--- config.mk ---
export PLATFORM = sky130hd
export DESIGN_NAME = coherent_counter_cdc
export DESIGN_NICKNAME = d
export VERILOG_FILES = /design/src/verilog/coherent_counter_pkg.sv /design/src/verilog/coherent_counter_cdc.sv /design/src/verilog/edge_watch.sv /design/src/verilog/sync_stage.sv
export VERILOG_INCLUDE_DIRS = /design/src /design/src/verilog
export SDC_FILE = /design/constraint.sdc
export NUM_CORES = 1
export LEC_CHECK = 0
export ABC_AREA = 1
export ABC_CLOCK_PERIOD_IN_PS = 3900
export BUFFER_PORTS_ARGS = -buffer_cell sky130_fd_sc_hd__buf_2
export CORE_MARGIN = 10
export CORE_UTILIZATION = 55
export CTS_CLUSTER_SIZE = 28
export DETAILED_ROUTE_END_ITERATION = 16
export PLACE_DENSITY = 0.74
export SYNTH_ARGS = -nofsm -noshare
export SYNTH_HDL_FRONTEND = slang
export SYNTH_HIERARCHICAL = 1
export SYNTH_SLANG_ARGS = --single-unit
--- constraint.sdc ---
create_clock -name mclk_i -period 3.9 [get_ports mclk_i]
set_input_delay 0.585 -clock mclk_i [delete_from_list [all_inputs] [get_ports mclk_i]]
set_output_delay 0.585 -clock mclk_i [all_outputs]
set_load 0.1 [all_outputs]
--- src/verilog/coherent_counter_map.svh ---
// widths, byte positions and reset values for the coherent counter
`ifndef COHERENT_COUNTER_MAP_SVH
`define COHERENT_COUNTER_MAP_SVH

// widths of the bus data path and of the counter
`define CC_BUS_W 8
`define CC_CNT_W 32
`define CC_SEL_W 2

// byte that commits a write and byte that triggers a read capture
`define CC_UPPER_BYTE 2'h3
`define CC_LOWER_BYTE 2'h0

// reset values
`define CC_CNT_RST 32'h0000_0000
`define CC_LOAD_RST 32'h0000_0000
`define CC_RD_RST 8'h00

// depth of the pin re-timing chain
`define CC_SYNC_STAGES 2

`endif

--- src/verilog/coherent_counter_pkg.sv ---
// types shared by the coherent counter crossing logic
`include "coherent_counter_map.svh"

package coherent_counter_pkg;

  // relationship between the bus clock and the counter clock
  typedef enum logic [2:0]
  {
    REL_IDENT = 3'b001,
    REL_SYNC = 3'b010,
    REL_ASYNC = 3'b100
  } clk_rel_t;

  // one byte write from the bus side
  typedef struct packed
  {
    logic en;
    logic [`CC_SEL_W-1:0] sel;
    logic [`CC_BUS_W-1:0] data;
  } wr_req_t;

  // one byte read from the bus side
  typedef struct packed
  {
    logic en;
    logic [`CC_SEL_W-1:0] sel;
  } rd_req_t;

endpackage

--- src/verilog/coherent_counter_cdc.sv ---
// coherent byte-wide load and read of a 32-bit counter across clock relations
`timescale 1ns/1ps
`default_nettype none

module coherent_counter_cdc
  import coherent_counter_pkg::*;
(
  input wire logic mclk_i,
  input wire logic rst_n_i,
  input wire clk_rel_t clk_rel_i,
  input wire logic cnt_clk_i,
  input wire wr_req_t wr_i,
  input wire rd_req_t rd_i,
  output logic [`CC_BUS_W-1:0] rd_data_o,
  output logic [`CC_CNT_W-1:0] count_o,
  output logic counter_load_pulse_o,
  output logic fresh_write_flag_o,
  output logic retimed_fresh_flag_o
);

  // a full-width bus or a one-byte counter needs no read capture
  localparam bit no_coherency_needed =
    (`CC_CNT_W <= `CC_BUS_W) || (`CC_BUS_W >= 32);

  // re-timed pins
  logic cnt_clk_s; // counter clock after two flops
  logic [2:0] rel_s; // clock relation strap after two flops
  logic is_ident;
  logic is_sync;
  logic is_async;
  logic cnt_rise; // rising edge of the re-timed counter clock
  logic cnt_tick; // one counter clock period has begun

  // write side state
  logic [`CC_CNT_W-`CC_BUS_W-1:0] wr_shadow_q; // bytes 0..2 in waiting
  logic [`CC_CNT_W-`CC_BUS_W-1:0] wr_shadow_d;
  logic [`CC_CNT_W-1:0] committed_reload_value_q;
  logic [`CC_CNT_W-1:0] committed_reload_value_d;
  logic counter_load_pulse_q;
  logic counter_load_pulse_d;
  logic load_toggle_q; // flips on counter edge while pulse high
  logic load_toggle_d;
  logic load_toggle_chg;
  logic commit; // upper byte written this cycle

  // asynchronous write transfer state
  logic fresh_write_flag_q;
  logic fresh_write_flag_d;
  logic retimed_fresh_flag_q;
  logic retimed_fresh_flag_d;
  logic [`CC_CNT_W-1:0] retimed_reload_value_q;
  logic [`CC_CNT_W-1:0] retimed_reload_value_d;
  logic fresh_toggle_q; // flips each time the counter takes the safe value
  logic fresh_toggle_d;
  logic fresh_toggle_chg;

  // counter and read side state
  logic [`CC_CNT_W-1:0] count_q;
  logic [`CC_CNT_W-1:0] count_d;
  logic [`CC_CNT_W-1:0] cnt_shadow_q; // async stable copy of the count
  logic [`CC_CNT_W-1:0] cnt_shadow_d;
  logic [`CC_CNT_W-`CC_BUS_W-1:0] read_holding_reg_q;
  logic [`CC_CNT_W-`CC_BUS_W-1:0] read_holding_reg_d;
  logic [`CC_BUS_W-1:0] rd_data_q;
  logic [`CC_BUS_W-1:0] rd_data_d;
  logic [`CC_CNT_W-1:0] rd_src; // live count or async shadow

  // counter clock and strap cross on two flops each
  sync_stage #(
    .WIDTH(4)
  ) u_pin_sync (
    .mclk_i(mclk_i),
    .rst_n_i(rst_n_i),
    .async_i({cnt_clk_i, clk_rel_i}),
    .sync_o({cnt_clk_s, rel_s})
  );

  // rising edge of the re-timed counter clock
  edge_watch u_cnt_edge (
    .mclk_i(mclk_i),
    .rst_n_i(rst_n_i),
    .level_i(cnt_clk_s),
    .rise_o(cnt_rise),
    .change_o()
  );

  // change on the synchronous-mode load toggle
  edge_watch u_load_tgl (
    .mclk_i(mclk_i),
    .rst_n_i(rst_n_i),
    .level_i(load_toggle_q),
    .rise_o(),
    .change_o(load_toggle_chg)
  );

  // change on the asynchronous fresh-value toggle
  edge_watch u_fresh_tgl (
    .mclk_i(mclk_i),
    .rst_n_i(rst_n_i),
    .level_i(fresh_toggle_q),
    .rise_o(),
    .change_o(fresh_toggle_chg)
  );

  // decode of the re-timed strap; an illegal code falls back to async,
  // the mode that makes no assumption about the clocks
  always_comb
  begin
    is_ident = 1'b0;
    is_sync = 1'b0;
    is_async = 1'b0;
    unique case (rel_s)
      REL_IDENT: is_ident = 1'b1;
      REL_SYNC: is_sync = 1'b1;
      default: is_async = 1'b1;
    endcase
  end

  // identical clocks tick every cycle, the others on a detected edge
  assign cnt_tick = is_ident | cnt_rise;
  assign commit = wr_i.en && (wr_i.sel == `CC_UPPER_BYTE);

  // next values of the write side
  always_comb
  begin
    wr_shadow_d = wr_shadow_q;
    committed_reload_value_d = committed_reload_value_q;
    counter_load_pulse_d = counter_load_pulse_q;
    load_toggle_d = load_toggle_q;
    // lower bytes wait here so the old load value stays usable
    if (wr_i.en && !commit)
    begin
      wr_shadow_d[wr_i.sel*`CC_BUS_W +: `CC_BUS_W] = wr_i.data;
    end
    // upper byte joins the waiting bytes in one step
    if (commit)
    begin
      committed_reload_value_d = {wr_i.data, wr_shadow_q};
    end
    if (is_ident)
    begin
      // single cycle pulse following the commit
      counter_load_pulse_d = commit;
    end
    else if (is_sync)
    begin
      // flip on each counter edge seen while the pulse stands
      if (cnt_tick && counter_load_pulse_q)
      begin
        load_toggle_d = ~load_toggle_q;
      end
      // a seen toggle ends the stretched pulse; a new commit wins
      if (commit)
      begin
        counter_load_pulse_d = 1'b1;
      end
      else if (load_toggle_chg)
      begin
        counter_load_pulse_d = 1'b0;
      end
    end
    else
    begin
      // async mode uses the fresh flags instead
      counter_load_pulse_d = 1'b0;
    end
  end

  // register the write side
  always_ff @(posedge mclk_i)
  begin
    if (!rst_n_i)
    begin
      wr_shadow_q <= '0;
      committed_reload_value_q <= `CC_LOAD_RST;
      counter_load_pulse_q <= 1'b0;
      load_toggle_q <= 1'b0;
    end
    else
    begin
      wr_shadow_q <= wr_shadow_d;
      committed_reload_value_q <= committed_reload_value_d;
      counter_load_pulse_q <= counter_load_pulse_d;
      load_toggle_q <= load_toggle_d;
    end
  end

  // next values of the asynchronous transfer; only the re-timed clock
  // edge moves data, so the wide value never meets a metastable flop
  always_comb
  begin
    fresh_write_flag_d = fresh_write_flag_q;
    retimed_fresh_flag_d = retimed_fresh_flag_q;
    retimed_reload_value_d = retimed_reload_value_q;
    fresh_toggle_d = fresh_toggle_q;
    if (is_async)
    begin
      // safe copies taken only on a detected counter edge
      if (cnt_rise)
      begin
        retimed_fresh_flag_d = fresh_write_flag_q;
        retimed_reload_value_d = committed_reload_value_q;
      end
      // counter took the value: flip the toggle once
      if (cnt_rise && retimed_fresh_flag_q)
      begin
        fresh_toggle_d = ~fresh_toggle_q;
      end
      // toggle edge clears both flags
      if (fresh_toggle_chg)
      begin
        fresh_write_flag_d = 1'b0;
        retimed_fresh_flag_d = 1'b0;
      end
      // a write landing with the clear is kept
      if (commit)
      begin
        fresh_write_flag_d = 1'b1;
      end
    end
    else
    begin
      fresh_write_flag_d = 1'b0;
      retimed_fresh_flag_d = 1'b0;
    end
  end

  // register the asynchronous transfer
  always_ff @(posedge mclk_i)
  begin
    if (!rst_n_i)
    begin
      fresh_write_flag_q <= 1'b0;
      retimed_fresh_flag_q <= 1'b0;
      retimed_reload_value_q <= `CC_LOAD_RST;
      fresh_toggle_q <= 1'b0;
    end
    else
    begin
      fresh_write_flag_q <= fresh_write_flag_d;
      retimed_fresh_flag_q <= retimed_fresh_flag_d;
      retimed_reload_value_q <= retimed_reload_value_d;
      fresh_toggle_q <= fresh_toggle_d;
    end
  end

  // next count: load on a qualified edge, else count down each period;
  // async copies land one edge, loading the next, so two periods at most
  always_comb
  begin
    count_d = count_q;
    cnt_shadow_d = cnt_shadow_q;
    if (cnt_tick)
    begin
      if ((is_ident || is_sync) && counter_load_pulse_q)
      begin
        count_d = committed_reload_value_q;
      end
      else if (is_async && retimed_fresh_flag_q)
      begin
        count_d = retimed_reload_value_q;
      end
      else
      begin
        count_d = count_q - `CC_CNT_W'(1);
      end
    end
    // count is stable at the detected edge, so take a copy for reads
    if (is_async && cnt_rise)
    begin
      cnt_shadow_d = count_q;
    end
  end

  // register the counter and its read shadow
  always_ff @(posedge mclk_i)
  begin
    if (!rst_n_i)
    begin
      count_q <= `CC_CNT_RST;
      cnt_shadow_q <= `CC_CNT_RST;
    end
    else
    begin
      count_q <= count_d;
      cnt_shadow_q <= cnt_shadow_d;
    end
  end

  // async reads see the shadow, the others the live count
  assign rd_src = is_async ? cnt_shadow_q : count_q;

  // next read data and holding contents; reads out of order return a
  // mix of two counts, which is the price of the byte 0 trigger
  always_comb
  begin
    rd_data_d = rd_data_q;
    read_holding_reg_d = read_holding_reg_q;
    if (rd_i.en)
    begin
      if (no_coherency_needed)
      begin
        // whole value in one access, straight from the source
        rd_data_d = rd_src[rd_i.sel*`CC_BUS_W +: `CC_BUS_W];
      end
      else if (rd_i.sel == `CC_LOWER_BYTE)
      begin
        // byte 0 returns now and freezes the rest
        rd_data_d = rd_src[`CC_BUS_W-1:0];
        read_holding_reg_d = rd_src[`CC_CNT_W-1:`CC_BUS_W];
      end
      else
      begin
        // upper bytes from the frozen copy, never the live count
        rd_data_d = read_holding_reg_q[(rd_i.sel-`CC_SEL_W'(1))*`CC_BUS_W
                    +: `CC_BUS_W];
      end
    end
  end

  // register read data and holding contents
  always_ff @(posedge mclk_i)
  begin
    if (!rst_n_i)
    begin
      rd_data_q <= `CC_RD_RST;
      read_holding_reg_q <= '0;
    end
    else
    begin
      rd_data_q <= rd_data_d;
      read_holding_reg_q <= read_holding_reg_d;
    end
  end

  // all outputs come from flops
  assign rd_data_o = rd_data_q;
  assign count_o = count_q;
  assign counter_load_pulse_o = counter_load_pulse_q;
  assign fresh_write_flag_o = fresh_write_flag_q;
  assign retimed_fresh_flag_o = retimed_fresh_flag_q;

endmodule

`default_nettype wire

--- src/verilog/edge_watch.sv ---
// single-bit edge detector: rising edge and any change
`timescale 1ns/1ps
`default_nettype none

module edge_watch (
  input wire logic mclk_i,
  input wire logic rst_n_i,
  input wire logic level_i,
  output logic rise_o,
  output logic change_o
);

  logic prev_q; // level seen one cycle ago
  logic prev_d;

  // next value: remember the current level
  always_comb
  begin
    prev_d = level_i;
  end

  // register the previous level
  always_ff @(posedge mclk_i)
  begin
    if (!rst_n_i)
    begin
      prev_q <= 1'b0;
    end
    else
    begin
      prev_q <= prev_d;
    end
  end

  // combinational so the event is seen in the cycle it happens
  assign rise_o = level_i & ~prev_q;
  assign change_o = level_i ^ prev_q;

endmodule

`default_nettype wire

--- src/verilog/sync_stage.sv ---
// two flip-flop re-timing chain for pins from another clock domain
`timescale 1ns/1ps
`default_nettype none

module sync_stage #(
  parameter int WIDTH = 1
) (
  input wire logic mclk_i,
  input wire logic rst_n_i,
  input wire logic [WIDTH-1:0] async_i,
  output logic [WIDTH-1:0] sync_o
);

  logic [WIDTH-1:0] meta_q; // first stage, read only by the second
  logic [WIDTH-1:0] meta_d;
  logic [WIDTH-1:0] sync_q; // second stage, safe to use
  logic [WIDTH-1:0] sync_d;

  // next values: shift the pin through both stages
  always_comb
  begin
    meta_d = async_i;
    sync_d = meta_q;
  end

  // both stages on the rising edge of the destination clock
  always_ff @(posedge mclk_i)
  begin
    if (!rst_n_i)
    begin
      meta_q <= '0;
      sync_q <= '0;
    end
    else
    begin
      meta_q <= meta_d;
      sync_q <= sync_d;
    end
  end

  assign sync_o = sync_q;

endmodule

`default_nettype wire
== Yosys cells after proc, flatten, opt, wreduce, memory -nomap -nowiden ==
Cells that the tools add are included.
Storage, ports and cells
  register bits after elaboration: 200
  input port bits: 20
  output and inout port bits: 43
  logic and storage cells: 69
Cells by class
  add/subtract/negate cells: 3
  equal/unequal tests: 4
  shift operators: 3
  mux-type cells: 14
  bitwise operators: 10
  reductions and logical operators: 18
Operator list (number)
  $mux 32: 3
  $neg 5->34: 1
  $shift 8x34->24 const A: 1
  $shiftx 8x34->24: 1
  $shiftx 24x33->8: 1
  $sub 32x1->32 const B: 1
  $bwmux 24: 1
  $mux 1: 9
  $mux 8: 1
  $logic_and 1x1->1: 7
  $not 1->1: 6
  $reduce_and 2->1: 3
  $ne 4x2->1 const B: 1
  $reduce_or 4->1: 1
  $eq 3x1->1 const B: 1
  $eq 3x2->1 const B: 1
  $reduce_and 3->1: 1
  $reduce_or 3->1: 1
  $sub 2x1->3 const B: 1
  $eq 2x2->1 const B: 1
  $logic_not 2->1: 1
  $reduce_bool 2->1: 1
  $reduce_or 2->1: 1
  $xor 1x1->1: 2
  other kinds (4): 4

== Depth between registers and ports, before layout ==
Gate-level depths: netlist (run 1).
  word-level depth: 6
  mapped depth: 10

== Hierarchy ==
The synthesis (run 1) kept the hierarchy.
Modules (own cells, without submodules)
  coherent_counter_cdc: instances 1, cells an instance 1270, area an instance 8948.6 µm²
  sync_stage: instances 1, cells an instance 25, area an instance 225.2 µm²
  edge_watch: instances 3, cells an instance 6, area an instance 47.5 µm²

== Least setup slack after synthesis (run 1) ==
Ideal clock, no wire load.
  path kind: register to register
  start point: register count_q[0] (netlist: count_o[0])
  end point: register count_q[12] (netlist: count_o[12])
  setup time: 120 ps
  data arrival time: 2077 ps
  setup slack: 1704 ps
  cell stages (with the launch flop): 10
  cell sequence: dfxtp_1 > inv_1 > ha_1 > nand2_2 > inv_1 > nand2_1 > xor2_1 > nand2_1 > a21oi_1 > nor2_1
On the way
  cells in the longest elaborated chain, start to end: 3
Ends and longest elaborated chain
  start: declaration: line coherent_counter_cdc.sv:58  | logic [`CC_CNT_W-1:0] count_q;
  start signal: assignment: line coherent_counter_cdc.sv:280  | count_q <= `CC_CNT_RST;
  start signal: assignment: line coherent_counter_cdc.sv:285  | count_q <= count_d;
  $sub 32x1->32: line coherent_counter_cdc.sv:265  | count_d = count_q - `CC_CNT_W'(1);
  $mux 32: line coherent_counter_cdc.sv:259  | else if (is_async && retimed_fresh_flag_q)
  $mux 32: line coherent_counter_cdc.sv:255  | if ((is_ident || is_sync) && counter_load_pulse_q)
No other way between the ends.
A chain may end at the register's enable or synchronous reset.

== Worst setup path after layout (run 1) ==
  start point: register u_pin_sync.sync_q[1] (netlist: u_pin_sync/sync_o[1])
  end point: register count_q[4] (netlist: count_o[4])
On the way
  cells in the longest elaborated chain, start to end: 6
  elaborated cells between the ends (all ways): 12
  those cells by class: eq/ne: 2; mux: 5; bitwise: 1; reduce/logical: 4
Ends and longest elaborated chain
  start: declaration: line sync_stage.sv:16  | logic [WIDTH-1:0] sync_q;
  start signal: assignment: line sync_stage.sv:37  | sync_q <= sync_d;
  $eq 3x2->1 / $eq 3x1->1 (equally long branches): line coherent_counter_cdc.sv:112  | unique case (rel_s)
  $reduce_or 2->1 (no source line)
  $mux 1: line coherent_counter_cdc.sv:112
  $logic_and 1x1->1: line coherent_counter_cdc.sv:259
  $mux 32: line coherent_counter_cdc.sv:259
  $mux 32: line coherent_counter_cdc.sv:255
Parallel ways exist; a longest one is shown, timed or not.

==> results of run 1 <==
==> worst paths after layout <==
check                           slack [ns]                    to  cells after the start
worst min-delay path                  0.32  u_pin_sync/meta_q[0]                      3
worst max register to register        1.32            count_o[4]                      9
worst max-delay path                  1.32            count_o[4]                      9
worst min register to register        0.41  u_pin_sync/sync_o[3]                      2
==> metal layers <==
metal	vias to the layer above	GRT usage	part of all wire
met3	36	0.0399	0.066
met1	3904	0.298	0.46
li1	4340	-	-
met2	284	0.329	0.46
met4	0	0.0661	0.018
met5	-	0	0
==> layout make-up <==
class | count | area, µm² | area share
Inverter | 152 | 573 | 0.0566
Clock inverter | 12 | 110 | 0.0109
Timing Repair Buffer | 68 | 358 | 0.0354
Multi-Input combinational cell | 876 | 4340 | 0.429
Clock buffer | 20 | 457 | 0.0451
Tap cell | 220 | 275 | 0.0272
Sequential cell | 200 | 4000 | 0.396
==> cells in the final DEF (no fill, tap or decap), drive strengths merged <==
cell,n
nor3,9
nand2,251
buf,68
dfxtp,200
or2,2
inv,157
clkinvlp,2
ha,10
nand3b,3
a2111oi,1
clkbuf,20
xor2,10
nor2,124
xnor2,2
nand3,83
o21ai,132
clkinv,5
a211oi,24
a21oi,152
nand4,4
a31oi,22
o211ai,47
==> stage by stage <==
stage	utilization	hold slack, ns	area [µm²]	std cells	setup slack, ns
3_5_place_dp	0.576	0.395	9550	1516	1.31
2_1_floorplan	-	0.390	9310	1312	1.70
5_1_grt	0.610	0.331	10100	1548	1.13
3_3_place_gp	0.576	0.392	9550	1516	1.37
6_report	0.610	0.317	10100	1548	1.32
4_1_cts	0.610	0.312	10100	1548	1.37
==> report_power, final <==
| part | switching, mW | internal [mW] |
|---|---|---|
| combinational | 0.720 | 0.226 |
| clock | 0.819 | 0.873 |
| sequential | 0.104 | 2.14 |
==> registers in the layout (all words and copies together), names as in the netlist, 4 cells and up <==
name and count:
count_o 32, u_pin_sync/meta_q 4, retimed_reload_value_q 32, rd_data_o 8, committed_reload_value_q 32, read_holding_reg_q 24
cnt_shadow_q 32, wr_shadow_q 24, u_pin_sync/sync_o 4
==> worst max-delay path, delay by kind of cell (launching register included) <==
family | cells | cell delay (ns)
AOI/OAI and AO/OA | 2 | 0.17
buffers and inverters | 1 | 0.67
DFF | 1 | 0.34
and+or+nand+nor | 6 | 1.21
==> impl_metrics.env, run 1 <==
export IMPL_grt_max_degree=94
export IMPL_syn_area_mm2=0.00931
export IMPL_core_area_mm2=0.0166
export IMPL_wl_per_cell_um=15.8
export IMPL_clockRootBuffer="clkbuf_16"
export IMPL_drc=0
export IMPL_fmax_mhz=388
export IMPL_finalClockSkew_ns=0.0128
export IMPL_end_kind="flip-flop"
export IMPL_start_util=0.562
export IMPL_ant_nets=0
export IMPL_drtIter0Drc=782
export IMPL_final_hold_viol_count=0
export IMPL_fin_setup_tns_ns=0
export IMPL_clkSlewWorstSetupHoldPaths_ns=0.07
export IMPL_setup_viol=0
export IMPL_clock_latency_ns=0.44
export IMPL_yosysWarnings=6
export IMPL_firstDrtPassIters=7
export IMPL_postCtsSetupRepairBufs=0
export IMPL_fin_crit_ns=2.58
export IMPL_critPathLaunchType="flip-flop"
export IMPL_crit_fanout=90
export IMPL_crit_top_cell="nand2_1"
export IMPL_critPathKind="reg2reg"
export IMPL_grt_total_usage=0.214
export IMPL_vias=8564
export IMPL_p_leak_nw=4.23
export IMPL_post_cts_resized=0
export IMPL_crit_chain="nor2_1 > nand2_1 > nand2_4 > inv_4 > nand2_2 > nand2_1 > o21ai_0 > nand2_1 > a31oi_1"
export IMPL_drv_cap=0
export IMPL_cts_tree="yes"
export IMPL_numCtsBuffers=17
export IMPL_grt_pass1_wl_um=39400
export IMPL_dieArea_mm2=0.0225
export IMPL_antenna_found_initial=0
export IMPL_total_power_mw=4.88
export IMPL_cp_slowest_cell="inv_4"
export IMPL_fp_row_count=47
export IMPL_critPathLaunch="u_pin_sync/sync_o[1]"
export IMPL_pin_count=63
export IMPL_ctsHoldBuffers=0
export IMPL_numClockSinks=200
export IMPL_grt_pass1_vias=7646
export IMPL_critPathMaxStageDelay_ns=0.67
export IMPL_dp_hpwl_um=16400
export IMPL_syn_num_nets=1342
export IMPL_worst_pin_slew_ns=1.10
export IMPL_irDropWorstVdd_mv=0.326
export IMPL_finalMaxSlewViolations=0
export IMPL_syn_to_final_growth_pct=8.68
export IMPL_diodes=0
export IMPL_worstHoldPathType="in2reg"
export IMPL_grt_setup_unrepaired="false"
export IMPL_io_buffers=62
export IMPL_max_slew_margin_rel=0.263
export IMPL_post_route_period_util=0.661
export IMPL_clockBufferDepth=2
export IMPL_viasPerCell=5.53
export IMPL_avgSynthCellArea_um2=7.10
export IMPL_cts_htree_levels=4
export IMPL_arrival_ns=2.86
export IMPL_die_x_um=150
export IMPL_min_from="clk_rel_i[0]"
export IMPL_grt_ovfl_total=0
export IMPL_r2r_start="u_pin_sync/sync_o[1]"
export IMPL_gp_congestion=0.955
export IMPL_outcome="finished, final reports clean"
export IMPL_n_fill_cell=1593
export IMPL_syn_inst=1312
export IMPL_p_per_area_mw_per_mm2=482
export IMPL_num_nets_final=1345
export IMPL_wirelength_um=24400
export IMPL_crit_required_ns=4.18
export IMPL_die_y_um=150
export IMPL_drive_above_1_share=0.0919
(Power assumes the default switching activity.)
==> run 2, diff against run 1 <==
- ABC_AREA: 1 -> 0
- ABC_CLOCK_PERIOD_IN_PS: 3900 -> 2300
- CORE_UTILIZATION: 55 -> 54
- PLACE_DENSITY: 0.74 -> 0.75
- clock period: 3.9 -> 2.3 ns (I/O delays scaled with it)
==> impl_metrics.env, run 2 <==
export IMPL_wirelength_um=24100
export IMPL_fp_row_count=46
export IMPL_drtIter0Drc=785
export IMPL_top_usage_layer="met2"
export IMPL_design_area_mm2=0.0103
export IMPL_diodes=0
export IMPL_critPathKind="reg2reg"
export IMPL_grt_ovfl_total=0
export IMPL_fin_cells=1368
export IMPL_placed_cells=1335
export IMPL_antenna_found_initial=0
export IMPL_arrival_ns=2.58
export IMPL_mostFrequentLayoutCells="271 x nand2_1, 186 x dfxtp_1, 113 x a21oi_1, 78 x nor2_1, 62 x buf_2"
export IMPL_whs_ns=0.115
export IMPL_finalMaxSlewViolations=0
export IMPL_ctsHoldBuffers=0
export IMPL_fin_crit_ns=2.22
export IMPL_max_slew_margin_rel=0.501
export IMPL_fin_setup_tns_ns=0
export IMPL_wl_per_cell_um=17.6
export IMPL_end_kind="flip-flop"
export IMPL_syn_area_mm2=0.00876
export IMPL_final_util=0.646
export IMPL_firstDrtPassIters=6
export IMPL_pin_count=63
export IMPL_num_nets_final=1169
export IMPL_syn_num_nets=1123
export IMPL_core_area_mm2=0.0159
export IMPL_outcome="finished, final reports clean"
export IMPL_rrSetupSlack_ns=0.08
export IMPL_start_util=0.552
export IMPL_syn_to_final_growth_pct=17.2
export IMPL_pre_cts_slack_ns=0.0213
export IMPL_ant_nets=0
export IMPL_cts_htree_levels=4
export IMPL_fmax_mhz=451
export IMPL_worst_pin_slew_ns=0.746
export IMPL_clock_latency_ns=0.43
export IMPL_reg2regPathDepth=7
export IMPL_min_from="clk_rel_i[2]"
export IMPL_cts_tree="yes"
export IMPL_total_power_mw=8.61
export IMPL_viasPerCell=5.85
export IMPL_layout_commonest_cell="nand2_1"
export IMPL_worstHoldPathType="in2reg"
export IMPL_min_path_cells=2
export IMPL_die_x_um=147
export IMPL_p_per_area_mw_per_mm2=839
export IMPL_final_hold_viol_count=0
export IMPL_globalRouteMet3Util=0.0488
export IMPL_p_leak_nw=3.78
export IMPL_clockBufferDepth=2
export IMPL_clockRootBuffer="clkbuf_16"
export IMPL_finalClockSkew_ns=0.00418
export IMPL_avgSynthCellArea_um2=8.02
export IMPL_die_y_um=147
export IMPL_clkSlewWorstSetupHoldPaths_ns=0.07
export IMPL_crit_required_ns=2.66
export IMPL_drv_cap=0
export IMPL_grt_max_degree=58
export IMPL_post_route_period_util=0.964
export IMPL_r2r_start="count_o[0]"
export IMPL_crit_fanout=5
export IMPL_use_met1=0.282
export IMPL_irDropWorstVdd_mv=0.563
export IMPL_drive_above_1_share=0.175
export IMPL_io_buffers=62
export IMPL_numCtsBuffers=17
export IMPL_numClockSinks=200
export IMPL_vias=8004
export IMPL_grt_total_usage=0.217
export IMPL_post_route_worst_setup_slack_ns=0.0830
export IMPL_yosysWarnings=6
export IMPL_r2r_end="count_o[18]"
export IMPL_placed_cell_area_mm2=0.00962
export IMPL_setup_viol=0
export IMPL_grt_setup_unrepaired="false"
export IMPL_gr_usage_met2=0.347
export IMPL_dieArea_mm2=0.0217
export IMPL_dp_hpwl_um=16500
export IMPL_grt_pass1_vias=7463
export IMPL_drc=0
export IMPL_hold_end="u_pin_sync/meta_q[2]"
export IMPL_syn_inst=1093
export IMPL_gp_congestion=0.903
export IMPL_critPathLaunchType="flip-flop"
export IMPL_grt_pass1_wl_um=38900
run 2: critical path: stages, from the launching register on:
cell and delay (ns):
dfxtp_4 0.36, inv_4 0.05, ha_4 0.13, or4b_4 0.51
or3_4 0.39, or4_1 0.40, a31oi_1 0.17, o2bb2ai_1 0.12
run 2: final cells by class:
class | instances | area [µm²]
repair buffers | 122 | 873
clock inverters | 9 | 138
inverters | 15 | 61.3
multi-input cells | 783 | 4410
clock buffers | 23 | 478
flip-flops and latches | 200 | 4030
well taps | 216 | 270
fillers | 1383 | 5620
run 2: layer usage:
| layer | vias to the layer above | wire (µm) |
|---|---|---|
| met5 | - | 0 |
| li1 | 3927 | - |
| met3 | 40 | 1610 |
| met2 | 333 | 11100 |
| met1 | 3704 | 10900 |
| met4 | 0 | 465 |
run 2: how the worst max path moves through the flow:
stage	start	end	slack, ns	depth (start not counted)
floorplan	count_o[5]	count_o[27]	-0.19	8
global placement	count_o[0]	count_o[18]	0.08	7
detailed placement	count_o[0]	count_o[18]	0.02	7
CTS	count_o[0]	count_o[18]	0.002	7
global route	count_o[1]	count_o[21]	0.03	6
finish	count_o[0]	count_o[18]	0.08	7
run 2: report_power, final:
part | internal [mW] | total [mW] | leakage, nW | switching [mW]
sequential | 3.57 | 3.69 | 1.63 | 0.121
clock | 1.81 | 3.10 | 0.295 | 1.29
combinational | 0.586 | 1.82 | 1.86 | 1.23
run 2: repair_timing:
item,in CTS,in global routing
setup endpoints to repair,0,13
gates resized for setup,0,4
buffers inserted,0,1
==> run 3, diff against run 2 <==
- SYNTH_HIERARCHICAL: 1 -> not set
==> impl_metrics.env, run 3 <==
export IMPL_numCtsBuffers=17
export IMPL_fp_row_count=47
export IMPL_ant_nets=0
export IMPL_finalClockSkew_ns=0.00654
export IMPL_synthTopCellsByArea="dfxtp_1 44%, nand2_1 12%, a21boi_0 8.1%"
export IMPL_synth_cell_types=59
export IMPL_end_kind="flip-flop"
export IMPL_gp_congestion=0.837
export IMPL_yosys_area_top_type="dfxtp_1"
export IMPL_critPathLaunchType="flip-flop"
export IMPL_vias=7598
export IMPL_drv_cap=0
export IMPL_drtIter0Drc=606
export IMPL_postCtsSetupRepairBufs=0
export IMPL_final_hold_viol_count=0
export IMPL_crit_fanout=8
export IMPL_post_cts_resized=0
export IMPL_synthTopCellsByCount="286 x nand2_1, 200 x dfxtp_1, 98 x a21boi_0"
export IMPL_seqCellArea_mm2=0.00406
export IMPL_start_util=0.548
export IMPL_grt_total_usage=0.213
export IMPL_mostFrequentLayoutCells="286 x nand2_1, 176 x dfxtp_1, 98 x a21boi_0, 61 x buf_2, 40 x nor2b_1"
export IMPL_async_flop_share=0
export IMPL_placed_cell_area_mm2=0.00971
export IMPL_power_switching_mw=2.57
export IMPL_clock_latency_ns=0.44
export IMPL_dieArea_mm2=0.0223
export IMPL_layout_commonest_cell="nand2_1"
export IMPL_critPathKind="reg2reg"
export IMPL_grt_pass1_vias=7106
export IMPL_syn_to_final_growth_pct=13.7
export IMPL_firstDrtPassIters=6
export IMPL_syn_num_nets=1090
export IMPL_grt_setup_unrepaired="false"
export IMPL_finalMaxSlewViolations=0
export IMPL_switching_share=0.314
export IMPL_num_nets_final=1125
export IMPL_io_buffers=62
export IMPL_design_area_mm2=0.0103
export IMPL_cts_tree="yes"
export IMPL_grt_pass1_wl_um=38200
export IMPL_irDropWorstVdd_mv=0.628
export IMPL_diodes=0
export IMPL_worst_pin_slew_ns=0.554
export IMPL_grt_max_degree=72
export IMPL_die_x_um=149
export IMPL_p_leak_nw=3.95
export IMPL_power_frac_clock=0.354
export IMPL_reg2regPathDepth=6
export IMPL_die_y_um=149
export IMPL_clockBufferDepth=2
export IMPL_dp_hpwl_um=16100
export IMPL_fmax_mhz=465
export IMPL_synth_edf_count=0
export IMPL_cts_htree_levels=4
export IMPL_wirelength_um=23500
export IMPL_ctsHoldBuffers=0
export IMPL_multi_input_area_mm2=0.00467
export IMPL_clockRootBuffer="clkbuf_16"
export IMPL_antenna_found_initial=0
export IMPL_worstHoldPathType="in2reg"
export IMPL_numClockSinks=200
export IMPL_pin_count=63
export IMPL_ys_flop_type="dfxtp_1"
export IMPL_synth_most_common_cell="nand2_1"
export IMPL_avgSynthCellArea_um2=8.51
export IMPL_fin_cells=1331
export IMPL_placed_cells=1299
export IMPL_viasPerCell=5.71
export IMPL_grt_ovfl_total=0
export IMPL_clkSlewWorstSetupHoldPaths_ns=0.07
export IMPL_drive_above_1_share=0.176
export IMPL_crit_required_ns=2.63
export IMPL_synth_top_cell_area_share=0.442
export IMPL_max_slew_margin_rel=0.630
export IMPL_post_route_period_util=0.934
export IMPL_comb_power_share=0.195
export IMPL_ys_ff_latch=200
export IMPL_p_seq_frac=0.450
export IMPL_arrival_ns=2.48
export IMPL_syn_inst=1063
export IMPL_p_int_mw=5.63
export IMPL_core_area_mm2=0.0165
export IMPL_min_path_cells=2
export IMPL_yosysWarnings=0
export IMPL_p_per_area_mw_per_mm2=797
export IMPL_n_fill_cell=1443
export IMPL_setup_viol=0
export IMPL_drc=0
export IMPL_wl_per_cell_um=17.7
export IMPL_fin_crit_ns=2.15
export IMPL_outcome="finished, final reports clean"
export IMPL_ys_seq_area_frac=0.442
export IMPL_syn_area_mm2=0.00905
-- run 3: path summary, 6_finish.rpt --
check                       startpoint                   end  slack [ns]
setup / recovery           count_o[11]           count_o[31]        0.15
hold reg to reg   u_pin_sync.meta_q[3]  u_pin_sync.sync_o[3]        0.44
setup reg to reg           count_o[11]           count_o[31]        0.15
hold / removal               cnt_clk_i  u_pin_sync.meta_q[3]        0.11
-- run 3: kinds of logic after synthesis --
kind of cell | synth area share
compound gates | 0.221
xor+xnor | 0.0310
fa+ha+maj | 0.00968
buf+inv | 0.0441
flops | 0.442
mux | 0.0210
simple gates | 0.231
-- run 3: layout make-up --
class                   instances  area share
repair buffers                102      0.0657
clock buffers                  19      0.0451
multi-input cells             771       0.454
flip-flops and latches        200       0.395
well taps                     220      0.0268
clock inverters                13      0.0108
inverters                       6     0.00219
-- run 3: metrics by stage --
step                TNS [ns]  power (mW)   util  setup slack, ns  hold slack [ns]
floorplan            -0.0298        5.01      -          -0.0298            0.412
global placement           0        5.34  0.588            0.162            0.415
detailed placement         0        5.36  0.588            0.108            0.423
CTS                        0        8.24  0.623            0.142           0.0948
global route               0        8.51  0.623           0.0265           0.0977
finish                     0        8.20  0.623            0.151            0.106
-- run 3: critical path, stage by stage (launching register included) --
cell and delay, ns:
dfxtp_4 0.38, nor4_4 0.38, nand4_4 0.19, or4_4 0.61, nor3_4 0.20, nand4_1 0.10
o2111a_1 0.17
-- run 3: power by group through the flow --
stage	combinational (mW)	clock [mW]	sequential (mW)
final	1.60	2.91	3.69
after global routing	1.71	3.09	3.71
after CTS	1.60	2.95	3.69
after detailed placement	1.59	0	3.77
after global placement	1.58	0	3.76
after floorplan	0.897	0	4.11
-- run 3: per-layer routing --
metal / vias up / track usage / part of all wire
met4: 0 / 0.0667 / 0.017
met5: - / 0 / 0
met3: 28 / 0.0386 / 0.050
met2: 209 / 0.335 / 0.47
met1: 3626 / 0.290 / 0.46
li1: 3735 / - / -
